--- config.mk ---
export PLATFORM = sky130hd
export DESIGN_NAME = mcuid_core
export DESIGN_NICKNAME = d
export VERILOG_FILES = /design/src/core/mcuid_pkg.sv /design/src/core/mcuid_phase_gen.sv /design/src/core/mcuid_addr_form.sv /design/src/core/mcuid_core.sv
export SDC_FILE = /design/constraint.sdc
export NUM_CORES = 1
export LEC_CHECK = 0
export BUFFER_PORTS_ARGS = -buffer_cell sky130_fd_sc_hd__clkbuf_2
export CORE_UTILIZATION = 35
export DETAILED_ROUTE_END_ITERATION = 12
export PLACE_DENSITY_LB_ADDON = 0.12
export SLEW_MARGIN = 20
export SYNTH_ARGS = -nofsm -noshare
export SYNTH_HDL_FRONTEND = slang
export SYNTH_SLANG_ARGS = --single-unit
--- constraint.sdc ---
create_clock -name clk -period 2.75 [get_ports clk]
set_input_delay 0.1375 -clock clk [delete_from_list [all_inputs] [get_ports clk]]
set_output_delay 0.1375 -clock clk [all_outputs]
set_load 0.05 [all_outputs]
--- src/core/mcuid_pkg.sv ---
// Shared constants and types of the instruction subset decoder
package mcuid_pkg;

  // Phase encoding of one instruction cycle
  localparam logic [1:0] PH_DECODE  = 2'h0;
  localparam logic [1:0] PH_READ    = 2'h1;
  localparam logic [1:0] PH_PROCESS = 2'h2;
  localparam logic [1:0] PH_WRITE   = 2'h3;

  // Opcode fields
  localparam logic [3:0] OPC_CLEAR_BIT  = 4'h9;   // bits 15:12
  localparam logic [3:0] OPC_MOVE_SRC   = 4'hc;   // first word, bits 15:12
  localparam logic [3:0] OPC_MOVE_DST   = 4'hf;   // second word prefix
  localparam logic [7:0] OPC_BRANCH_NEG = 8'he6;  // bits 15:8
  localparam logic [7:0] OPC_LOAD_BANK  = 8'h01;  // bits 15:8

  // Word field positions
  localparam int unsigned BIT_IDX_LSB = 9;
  localparam int unsigned ACCESS_POS  = 8;

  // Addressing constants
  localparam logic [7:0] IDX_LIMIT      = 8'h5f;  // highest indexed offset
  localparam logic [3:0] ACCESS_HI_BANK = 4'hf;   // upper 160 bytes of access bank
  localparam logic [3:0] ACCESS_LO_BANK = 4'h0;

  // Destinations the move may not write
  localparam logic [11:0] NO_DEST_LO = 12'hffd;
  localparam logic [11:0] NO_DEST_HI = 12'hfff;

  // Program counter
  localparam int unsigned PC_W     = 21;
  localparam logic [20:0] PC_STEP  = 21'h000002;
  localparam logic [20:0] PC_RESET = 21'h000000;

  // Reset values
  localparam logic [7:0]  BANK_RESET = 8'h00;
  localparam logic [15:0] IR_RESET   = 16'h0000;

  // Sequencer states
  typedef enum logic [1:0] {
    ST_EXEC,
    ST_BR_NOP,
    ST_MOVE2
  } mcuid_state_e;

endpackage

--- src/core/mcuid_phase_gen.sv ---
// Four-phase generator of the instruction cycle
`timescale 1ns/1ps
`default_nettype none
module mcuid_phase_gen (
  input  wire logic       clk,
  input  wire logic       rstn,
  output var  logic [1:0] phase_ff
);
  logic [1:0] nxt_phase;

  // Phases roll decode, read, process, write and wrap
  always_comb
  begin
    nxt_phase = phase_ff + 2'h1;
  end

  always_ff @(posedge clk or negedge rstn)
  begin
    if (!rstn)
      phase_ff <= mcuid_pkg::PH_DECODE;
    else
      phase_ff <= nxt_phase;
  end
endmodule // mcuid_phase_gen
`default_nettype wire

--- src/core/mcuid_addr_form.sv ---
// Data-space address former for byte and bit instructions
`timescale 1ns/1ps
`default_nettype none
module mcuid_addr_form (
  input  wire logic [7:0]  file_addr,
  input  wire logic        access_sel,
  input  wire logic [7:0]  bank_sel,
  input  wire logic        ext_set_en,
  input  wire logic [11:0] idx_base,
  output logic      [11:0] data_addr
);
  // Access operand picks banked, indexed or fixed access bank
  always_comb
  begin
    if (access_sel)
      data_addr = {bank_sel[3:0], file_addr};
    else if (ext_set_en && (file_addr <= mcuid_pkg::IDX_LIMIT))
      data_addr = idx_base + {4'h0, file_addr};
    else if (file_addr <= mcuid_pkg::IDX_LIMIT)
      data_addr = {mcuid_pkg::ACCESS_LO_BANK, file_addr};
    else
      data_addr = {mcuid_pkg::ACCESS_HI_BANK, file_addr};
  end
endmodule // mcuid_addr_form
`default_nettype wire

--- src/core/mcuid_core.sv ---
// Decode and execute of four instructions over a four-phase cycle
`timescale 1ns/1ps
`default_nettype none
// Overview of operation
// - Bit clear uses opcode 1001, a 3-bit index, access bit and 8-bit address, flags untouched.
// - Access operand zero selects the access bank, one selects the bank register's bank.
// - With access zero and extended set on, addresses up to 95 are indexed literal offsets.
// - Branch on minus adds two plus twice its signed offset to the counter when negative.
// - The branch offset is added after the counter has already stepped to the next word.
// - The branch is one word, one cycle untaken, two taken with an idle second cycle.
// - The move is two words: opcode 1100 with source, then prefix 1111 with destination.
// - Move source and destination span the whole 4096-byte space, ignoring banks and flags.
// - The move reads its source in cycle one and writes its destination in cycle two's Q4.
// - The move treats the accumulator as an ordinary data-space source or destination.
// - The move refuses a small set of special registers as destination.
// - Bank literal load copies the literal into the bank register in one cycle.
// - The upper four bits of the bank register always read zero.
module mcuid_core (
  input  wire logic        clk,
  input  wire logic        rstn,
  input  wire logic [15:0] instr_word,
  input  wire logic        neg_flag,
  input  wire logic        ext_set_en,
  input  wire logic [11:0] idx_base,
  input  wire logic [7:0]  mem_rdata,
  output var  logic [20:0] pc_ff,
  output var  logic [1:0]  phase_ff,
  output var  logic [11:0] mem_addr_ff,
  output var  logic        mem_rd_ff,
  output var  logic        mem_wr_ff,
  output var  logic [7:0]  mem_wdata_ff,
  output var  logic [7:0]  bank_select_ff,
  output var  logic        bad_word_ff
);
  mcuid_pkg::mcuid_state_e state_ff;
  mcuid_pkg::mcuid_state_e nxt_state;
  logic [15:0] ir_ff;
  logic [15:0] nxt_ir;
  logic [7:0]  rd_ff;
  logic [7:0]  nxt_rd;
  logic [20:0] nxt_pc;
  logic [11:0] nxt_mem_addr;
  logic        nxt_mem_rd;
  logic        nxt_mem_wr;
  logic [7:0]  nxt_mem_wdata;
  logic [7:0]  nxt_bank;
  logic        nxt_bad_word;
  logic [11:0] byte_addr;
  logic [20:0] br_ofs;
  logic [7:0]  clr_mask;
  logic        dec_clear;
  logic        dec_move;
  logic        ir_clear;
  logic        ir_branch;
  logic        ir_bank;
  logic        ir_move;
  logic        dst_blocked;

  // Phase sequencing shared by every instruction
  mcuid_phase_gen u_phase (
    .clk      (clk),
    .rstn     (rstn),
    .phase_ff (phase_ff)
  );

  // Operand address for byte and bit forms, from the word being decoded
  mcuid_addr_form u_addr (
    .file_addr  (instr_word[7:0]),
    .access_sel (instr_word[mcuid_pkg::ACCESS_POS]),
    .bank_sel   (bank_select_ff),
    .ext_set_en (ext_set_en),
    .idx_base   (idx_base),
    .data_addr  (byte_addr)
  );

  // Decode of the incoming word and of the latched word
  assign dec_clear = (instr_word[15:12] == mcuid_pkg::OPC_CLEAR_BIT);
  assign dec_move  = (instr_word[15:12] == mcuid_pkg::OPC_MOVE_SRC);
  assign ir_clear  = (ir_ff[15:12] == mcuid_pkg::OPC_CLEAR_BIT);
  assign ir_branch = (ir_ff[15:8] == mcuid_pkg::OPC_BRANCH_NEG);
  assign ir_bank   = (ir_ff[15:8] == mcuid_pkg::OPC_LOAD_BANK);
  assign ir_move   = (ir_ff[15:12] == mcuid_pkg::OPC_MOVE_SRC);

  assign br_ofs   = {{12{ir_ff[7]}}, ir_ff[7:0], 1'b0};
  // single-bit mask from the 3-bit index
  assign clr_mask = 8'h01 << ir_ff[mcuid_pkg::BIT_IDX_LSB +: 3];

  assign dst_blocked = (mem_addr_ff >= mcuid_pkg::NO_DEST_LO) &&
                       (mem_addr_ff <= mcuid_pkg::NO_DEST_HI);

  // Next-state of the sequencer, counter and memory port; flags are never driven
  always_comb
  begin
    nxt_state     = state_ff;
    nxt_ir        = ir_ff;
    nxt_rd        = rd_ff;
    nxt_pc        = pc_ff;
    nxt_mem_addr  = mem_addr_ff;
    nxt_mem_rd    = 1'b0;
    nxt_mem_wr    = 1'b0;
    nxt_mem_wdata = mem_wdata_ff;
    nxt_bank      = bank_select_ff;
    nxt_bad_word  = bad_word_ff;
    case (state_ff)
      mcuid_pkg::ST_EXEC:
      begin
        case (phase_ff)
          mcuid_pkg::PH_DECODE:
          begin
            nxt_ir = instr_word;
            // counter steps before any branch offset is added
            nxt_pc = pc_ff + mcuid_pkg::PC_STEP;
            // full 12-bit source, no bank involved
            if (dec_move)
              nxt_mem_addr = instr_word[11:0];
            // bank, indexed or access-bank source for the bit clear
            else
              nxt_mem_addr = byte_addr;
            nxt_mem_rd = dec_clear || dec_move;
          end
          mcuid_pkg::PH_READ:
          begin
            // source read lands here in cycle one
            nxt_rd = mem_rdata;
          end
          mcuid_pkg::PH_PROCESS:
          begin
            // only the selected bit is cleared
            if (ir_clear)
            begin
              nxt_mem_wdata = rd_ff & ~clr_mask;
              nxt_mem_wr    = 1'b1;
            end
          end
          default:
          begin
            // taken branch writes the counter in this final phase
            if (ir_branch && neg_flag)
            begin
              nxt_pc    = pc_ff + br_ofs;
              nxt_state = mcuid_pkg::ST_BR_NOP;
            end
            if (ir_bank)
              nxt_bank = {4'h0, ir_ff[3:0]};
            if (ir_move)
              nxt_state = mcuid_pkg::ST_MOVE2;
          end
        endcase
      end
      mcuid_pkg::ST_BR_NOP:
      begin
        // idle cycle, fetched word is discarded
        if (phase_ff == mcuid_pkg::PH_WRITE)
          nxt_state = mcuid_pkg::ST_EXEC;
      end
      default:
      begin
        case (phase_ff)
          mcuid_pkg::PH_DECODE:
          begin
            // second word carries prefix and destination
            nxt_ir       = instr_word;
            nxt_pc       = pc_ff + mcuid_pkg::PC_STEP;
            nxt_mem_addr = instr_word[11:0];
            nxt_bad_word = (instr_word[15:12] != mcuid_pkg::OPC_MOVE_DST);
          end
          mcuid_pkg::PH_PROCESS:
          begin
            // accumulator is just another location here
            nxt_mem_wdata = rd_ff;
            // blocked destination or a bad prefix suppresses the write
            nxt_mem_wr = !bad_word_ff && !dst_blocked;
          end
          mcuid_pkg::PH_WRITE:
            nxt_state = mcuid_pkg::ST_EXEC;
          default:
            nxt_mem_wr = 1'b0;
        endcase
      end
    endcase
  end

  // Registers of the sequencer group
  always_ff @(posedge clk or negedge rstn)
  begin
    if (!rstn)
    begin
      state_ff       <= mcuid_pkg::ST_EXEC;
      ir_ff          <= mcuid_pkg::IR_RESET;
      rd_ff          <= 8'h00;
      pc_ff          <= mcuid_pkg::PC_RESET;
      mem_addr_ff    <= 12'h000;
      mem_rd_ff      <= 1'b0;
      mem_wr_ff      <= 1'b0;
      mem_wdata_ff   <= 8'h00;
      bank_select_ff <= mcuid_pkg::BANK_RESET;
      bad_word_ff    <= 1'b0;
    end
    else
    begin
      state_ff       <= nxt_state;
      ir_ff          <= nxt_ir;
      rd_ff          <= nxt_rd;
      pc_ff          <= nxt_pc;
      mem_addr_ff    <= nxt_mem_addr;
      mem_rd_ff      <= nxt_mem_rd;
      mem_wr_ff      <= nxt_mem_wr;
      mem_wdata_ff   <= nxt_mem_wdata;
      bank_select_ff <= nxt_bank;
      bad_word_ff    <= nxt_bad_word;
    end
  end
endmodule // mcuid_core
`default_nettype wire

# Word-level counts from Yosys, hierarchy flattened
# Cells that the tools add are included.
[classes]
n_shift = 1
n_reduce_logical = 22
muxes = 26
order_cmp = 3
bitwise = 5
eq_ne = 15
n_addsub = 4
[ops]
columns = ["operator", "count"]
rows = [
  ["case mux 21 bit (2 select lines)", 2],
  ["two-way mux 12 bit", 6],
  ["two-way mux 21 bit", 2],
  ["two-way mux 8 bit", 3],
  ["case mux 12 bit (2 select lines)", 1],
  ["adder 21 x 2 -> 21 bit, second input constant", 1],
  ["adder 21 bit", 1],
  ["equality test 4 bit, second input constant", 4],
  ["case mux 8 bit (2 select lines)", 1],
  ["adder 12 x 8 -> 12 bit", 1],
  [">= comparator 12 bit, second input constant", 1],
  ["<= comparator 12 bit, second input constant", 1],
  ["two-way mux 2 bit", 5],
  ["AND reduction 3 bit", 3],
  ["bitwise AND 8 bit", 1],
  ["equality test 8 x 1 -> 1 bit, second input constant", 1],
  ["equality test 8 bit, second input constant", 1],
  ["<= comparator 8 x 7 -> 1 bit, second input constant", 1],
  ["NOT 8 bit", 1],
  ["<< shifter 1 x 3 -> 8 bit, first input constant", 1],
  ["inequality test 2 bit, second input constant", 3],
  ["AND reduction 2 bit", 3],
  ["nonzero test 2 bit", 3],
  ["two-way mux 1 bit", 5],
  ["14 further kinds", 24],
]
[totals]
in_bits = 40
ff_bits = 76
wordCells = 87

# Logic depth before layout (Yosys ltp)
[logic_depth]
depth_word = 7
mapped_depth = 11

# By module
# Synthesis repeated with hierarchy kept, for this count alone.
[hier_totals]
cells_unflattened = 587
hier_area_um2 = 5263.8
[by_module_without_submodules]
columns = ["mod", "area_each_um2", "seq_area_each_um2", "n_inst", "cells_each"]
rows = [
  ["mcuid_core", 4560.6, 1826.8, 1, 491],
  ["mcuid_addr_form", 640.6, 0.0, 1, 92],
  ["mcuid_phase_gen", 62.6, 50.0, 1, 4],
]

# Worst setup path before layout
# Ideal clock, no wire load.
[synth_path]
kind = "reg2reg"
from = "register pc_ff[7]"
to = "register pc_ff[20]"
required_time_ps = 2611
synth_period_minus_slack_ps = 2781
slack_ps = -31
arrival_ps = 2642
stages_incl_launch_ff = 11
cell_sequence = "dfrtp_1 ha_1 buf_2 a21oi_2 or2_1 a21oi_2 a211oi_2 o31ai_2 o221a_4 and4b_1 or4_1"
[synth_between]
elab_chain_cells = 4
elab_cells_between_ends = 6
classes_between = "add/sub (2); mux (4)"
[synth_lines]
columns = ["element", "line", "text"]
rows = [
  ["start, declared", "mcuid_core.sv:26", "output var logic [20:0] pc_ff,"],
  ["start signal, assigned", "mcuid_core.sv:191", "pc_ff <= mcuid_pkg::PC_RESET;"],
  ["start signal, assigned", "mcuid_core.sv:204", "pc_ff <= nxt_pc;"],
  ["adder 21 bit", "mcuid_core.sv:140", "nxt_pc = pc_ff + br_ofs;"],
  ["two-way mux 21 bit", "mcuid_core.sv:138", "if (ir_branch && neg_flag)"],
  ["case mux 21 bit (2 select lines)", "mcuid_core.sv:107", "case (phase_ff)"],
  ["case mux 21 bit (2 select lines) *", "mcuid_core.sv:104", "case (state_ff)"],
]
# Every way passes the cells marked *; elsewhere a longest branch is shown, timed or not. The select of a mux whose other input is x is not followed.
# A chain may end at the register's enable or synchronous reset.

# Worst setup path after layout
[layout_path]
from = "register pc_ff[2]"
to = "register pc_ff[20]"
# Same word-level chain as after synthesis.

==> impl_metrics.py <==
metrics = {
    "status": {
        "outcome": "complete, no violations",
    },
    "yosys": {
        "syn_area_per_cell_um2": 8.95,
        "synth-seq-area-share": 0.372,
        "synth_flop_cell": "dfrtp_1",
        "synth_top_area_share": 0.372,
        "synth_seq_cells": 75,
        "synth_area_um2": 5050,
        "synth_edf_count": 0,
        "ys_warn_count": 0,
        "synthCells": 564,
        "yosys.area.top_type": "dfrtp_1",
        "synthDistinctLibCells": 66,
        "ys_top_cells_by_area": "dfrtp_1, ha_1, mux2_2, o21ai_0, a21oi_1",
        "ys_async_sr_fraction": 1.00,
    },
    "worst_setup_path": {
        "worstSetupPathType": "reg2reg",
        "cp-end-kind": "register",
        "crit_fanout": 6,
        "cp-start-kind": "register",
        "worstPathRequired_ns": 2.96,
        "arrival_ns": 2.86,
        "path_cells": "ha_1, a211oi_2, nor2_1, a41oi_2, o31ai_4, o221a_4, and4b_1, or4_1",
        "cpPeakStageDelay_ns": 0.49,
        "cp_slowest_cell": "or4_1",
    },
    "finish": {
        "layout-drive-gt1-share": 0.269,
        "antenna_cells": 0,
        "nets": 739,
        "stdcell_area_um2": 6160,
        "area_delta_synth_final_pct": 22.0,
    },
    "clock_network": {
        "root_buffer": "clkbuf_16",
        "clk_pin_slew_ns": 0.06,
        "cts.sinks": 75,
        "htreeDepth": 3,
        "cts_buffers": 9,
        "insertion_delay_ns": 0.34,
        "cts_tree": "built",
        "clockBufferDepth": 2,
    },
    "pwr": {
        "peakVddDrop_mv": 0.310,
        "total_power_mw": 3.50,
        "power_density_nw_per_um2": 568,
        "p_leak_nw": 2.84,
    },
    "placed_design": {
        "globalplace.congestion": 0.818,
        "dp_hpwl_mm": 10.4,
        "placed_area_um2": 5780,
        "io_buffers": 88,
    },
    "sta": {
        "finalSetupViolCount": 0,
        "drv_slew": 0,
        "hold_violations": 0,
        "fin_crit_sh": 0.965,
        "fin_worst_skew_ns": 0.00547,
        "worst_pin_slew_ns": 0.486,
        "fmax_mhz": 377,
        "slew_headroom": 0.671,
        "period_needed_ns": 2.65,
    },
    "job": {
        "cap_violations": 0,
    },
    "floorplan": {
        "dieWidth_um": 122,
        "fp.dieH_um": 122,
        "ios": 94,
        "rows": 43,
        "die_area_um2": 14900,
        "coreArea_um2": 14000,
        "start_util": 0.361,
    },
    "global_routing": {
        "grt_max_degree": 76,
        "antenna_found_initial": 0,
        "first_global_vias": 4452,
        "grt_pass1_wl_mm": 22.1,
        "grtUsageTotal": 0.192,
        "gr-total-overflow": 0,
    },
    "detailed_routing": {
        "wl_mm": 13.6,
        "drt_drc_violations_left": 0,
        "antenna_left": 0,
        "wire_per_inst_um": 16.1,
        "dr.pass1.iters": 4,
        "avgViaCountPerCell": 5.35,
        "first_iter_violations": 191,
        "vias": 4548,
    },
    "worst_hold_path": {
        "hold_class": "in2reg",
    },
}
-- layer usage --
layer  global-route usage  part of all wire
met1                0.256              0.47
met2                0.313              0.47
met3               0.0300             0.043
met4               0.0732             0.015
met5                    0                 0
-- worst max-delay path, delay by kind of cell, from the launching register on --
| family | cells | cell delay, ns |
|---|---|---|
| adders and majority gates | 1 | 0.35 |
| DFF | 1 | 0.44 |
| and+or+nand+nor | 3 | 0.77 |
| AOI/OAI and AO/OA | 4 | 0.97 |
-- through the flow --
step | hold WS, ns | utilization | setup slack [ns] | cells | setup TNS (ns)
final | 0.0268 | 0.440 | 0.0975 | 850 | 0
after global placement | 0.366 | 0.413 | 0.122 | 831 | 0
after detailed placement | 0.374 | 0.413 | 0.0571 | 831 | 0
after global routing | 0.0196 | 0.440 | -0.0146 | 850 | -0.0146
after floorplan | -0.158 | - | 0.0189 | 568 | 0
after CTS | 0.00476 | 0.434 | 0.0232 | 847 | 0
-- cells in the mapped netlist, types with 3 or more instances --
cell type	count
mux2_2	27
mux2i_1	7
or3_1	4
buf_2	3
a211oi_1	4
dfrtp_1	75
or4_1	3
nor3_1	12
o31ai_1	3
o22ai_1	6
clkbuf_1	14
inv_1	23
and2_1	3
xor2_1	9
a21oi_1	55
and3_1	4
xnor2_1	13
ha_1	32
o21bai_1	3
a31oi_1	3
o211ai_1	3
o21ai_1	4
nand2_1	55
nand3_1	19
nor4_1	3
o221ai_1	4
nand4b_1	3
nor2_1	35
a21o_1	5
nand4_1	8
nor2b_1	5
o21ai_0	60
o21a_1	5
buf_4	6
nand2b_1	6
-- area by class of cell --
cell class | count | area, µm²
Clock inverter | 6 | 72.6
Tap cell | 180 | 225
Sequential cell | 75 | 1880
Clock buffer | 10 | 229
Inverter | 23 | 86.3
Timing Repair Buffer | 113 | 653
Multi-Input combinational cell | 443 | 3010
Fill cell | 1428 | 7830
-- cell families (layout without fill, tap and decap cells) --
family,count (synthesis),after routing,synth area share
AO/OA/AOI/OAI,171,171,0.203
XOR/XNOR,22,22,0.0382
adder cells (fa/ha/maj),34,34,0.0872
buffers and inverters,50,152,0.0453
flip-flops,75,75,0.372
multiplexers,34,34,0.0741
other,1,5,0.000743
AND/OR/NAND/NOR,177,177,0.180
-- cells in the final DEF (no fill, tap or decap), types with 6 or more instances in the layout --
| cell | count |
|---|---|
| inv_1 | 23 |
| xor2_1 | 9 |
| nand2_1 | 55 |
| nor3_1 | 11 |
| buf_4 | 24 |
| mux2_2 | 27 |
| nand4_1 | 8 |
| nand3_1 | 19 |
| o22ai_1 | 6 |
| nand2b_1 | 6 |
| dfrtp_1 | 71 |
| xnor2_1 | 13 |
| mux2i_1 | 7 |
| clkbuf_2 | 87 |
| nor2_1 | 35 |
| ha_1 | 30 |
| clkbuf_16 | 9 |
| a21oi_1 | 53 |
| o21ai_0 | 59 |
-- worst paths after layout --
| check | slack, ns | end | startpoint | cells past startpoint |
|---|---|---|---|---|
| setup / recovery | 0.1 | pc_ff[20] | pc_ff[2] | 8 |
| hold / removal | 0.03 | rd_ff[7] | mem_rdata[7] | 2 |
| setup reg to reg | 0.1 | pc_ff[20] | pc_ff[2] | 8 |
| hold reg to reg | 0.48 | mem_wdata_ff[4] | mem_wdata_ff[4] | 2 |
| max in group asynchronous | 1.86 | pc_ff[1] | rstn | 3 |
| min in group asynchronous | 0.28 | mem_wdata_ff[6] | rstn | 2 |
-- flip-flops by register name (all words and copies together) (netlist names) --
| signal | count |
|---|---|
| ir_ff | 16 |
| bad_word_ff | 1 |
| mem_rd_ff | 1 |
| u_phase.phase_ff | 2 |
| state_ff | 2 |
| bank_select_ff | 4 |
| pc_ff | 20 |
| mem_wr_ff | 1 |
| mem_wdata_ff | 8 |
| mem_addr_ff | 12 |
| rd_ff | 8 |
-- what timing repair did --
action	CTS	global route
endpoints found under the setup margin	0	5
resized for setup	0	9
setup buffers	0	1
hold buffers	0	1
hold endpoints to repair	0	30
-- report_power, final --
part | switching [mW] | leakage [nW] | internal [mW] | total (mW)
sequential | 0.0875 | 0.918 | 1.19 | 1.28
combinational | 0.666 | 1.78 | 0.334 | 1.00
clock | 0.505 | 0.144 | 0.715 | 1.22
Note: power is estimated with default switching activity, not from simulation.
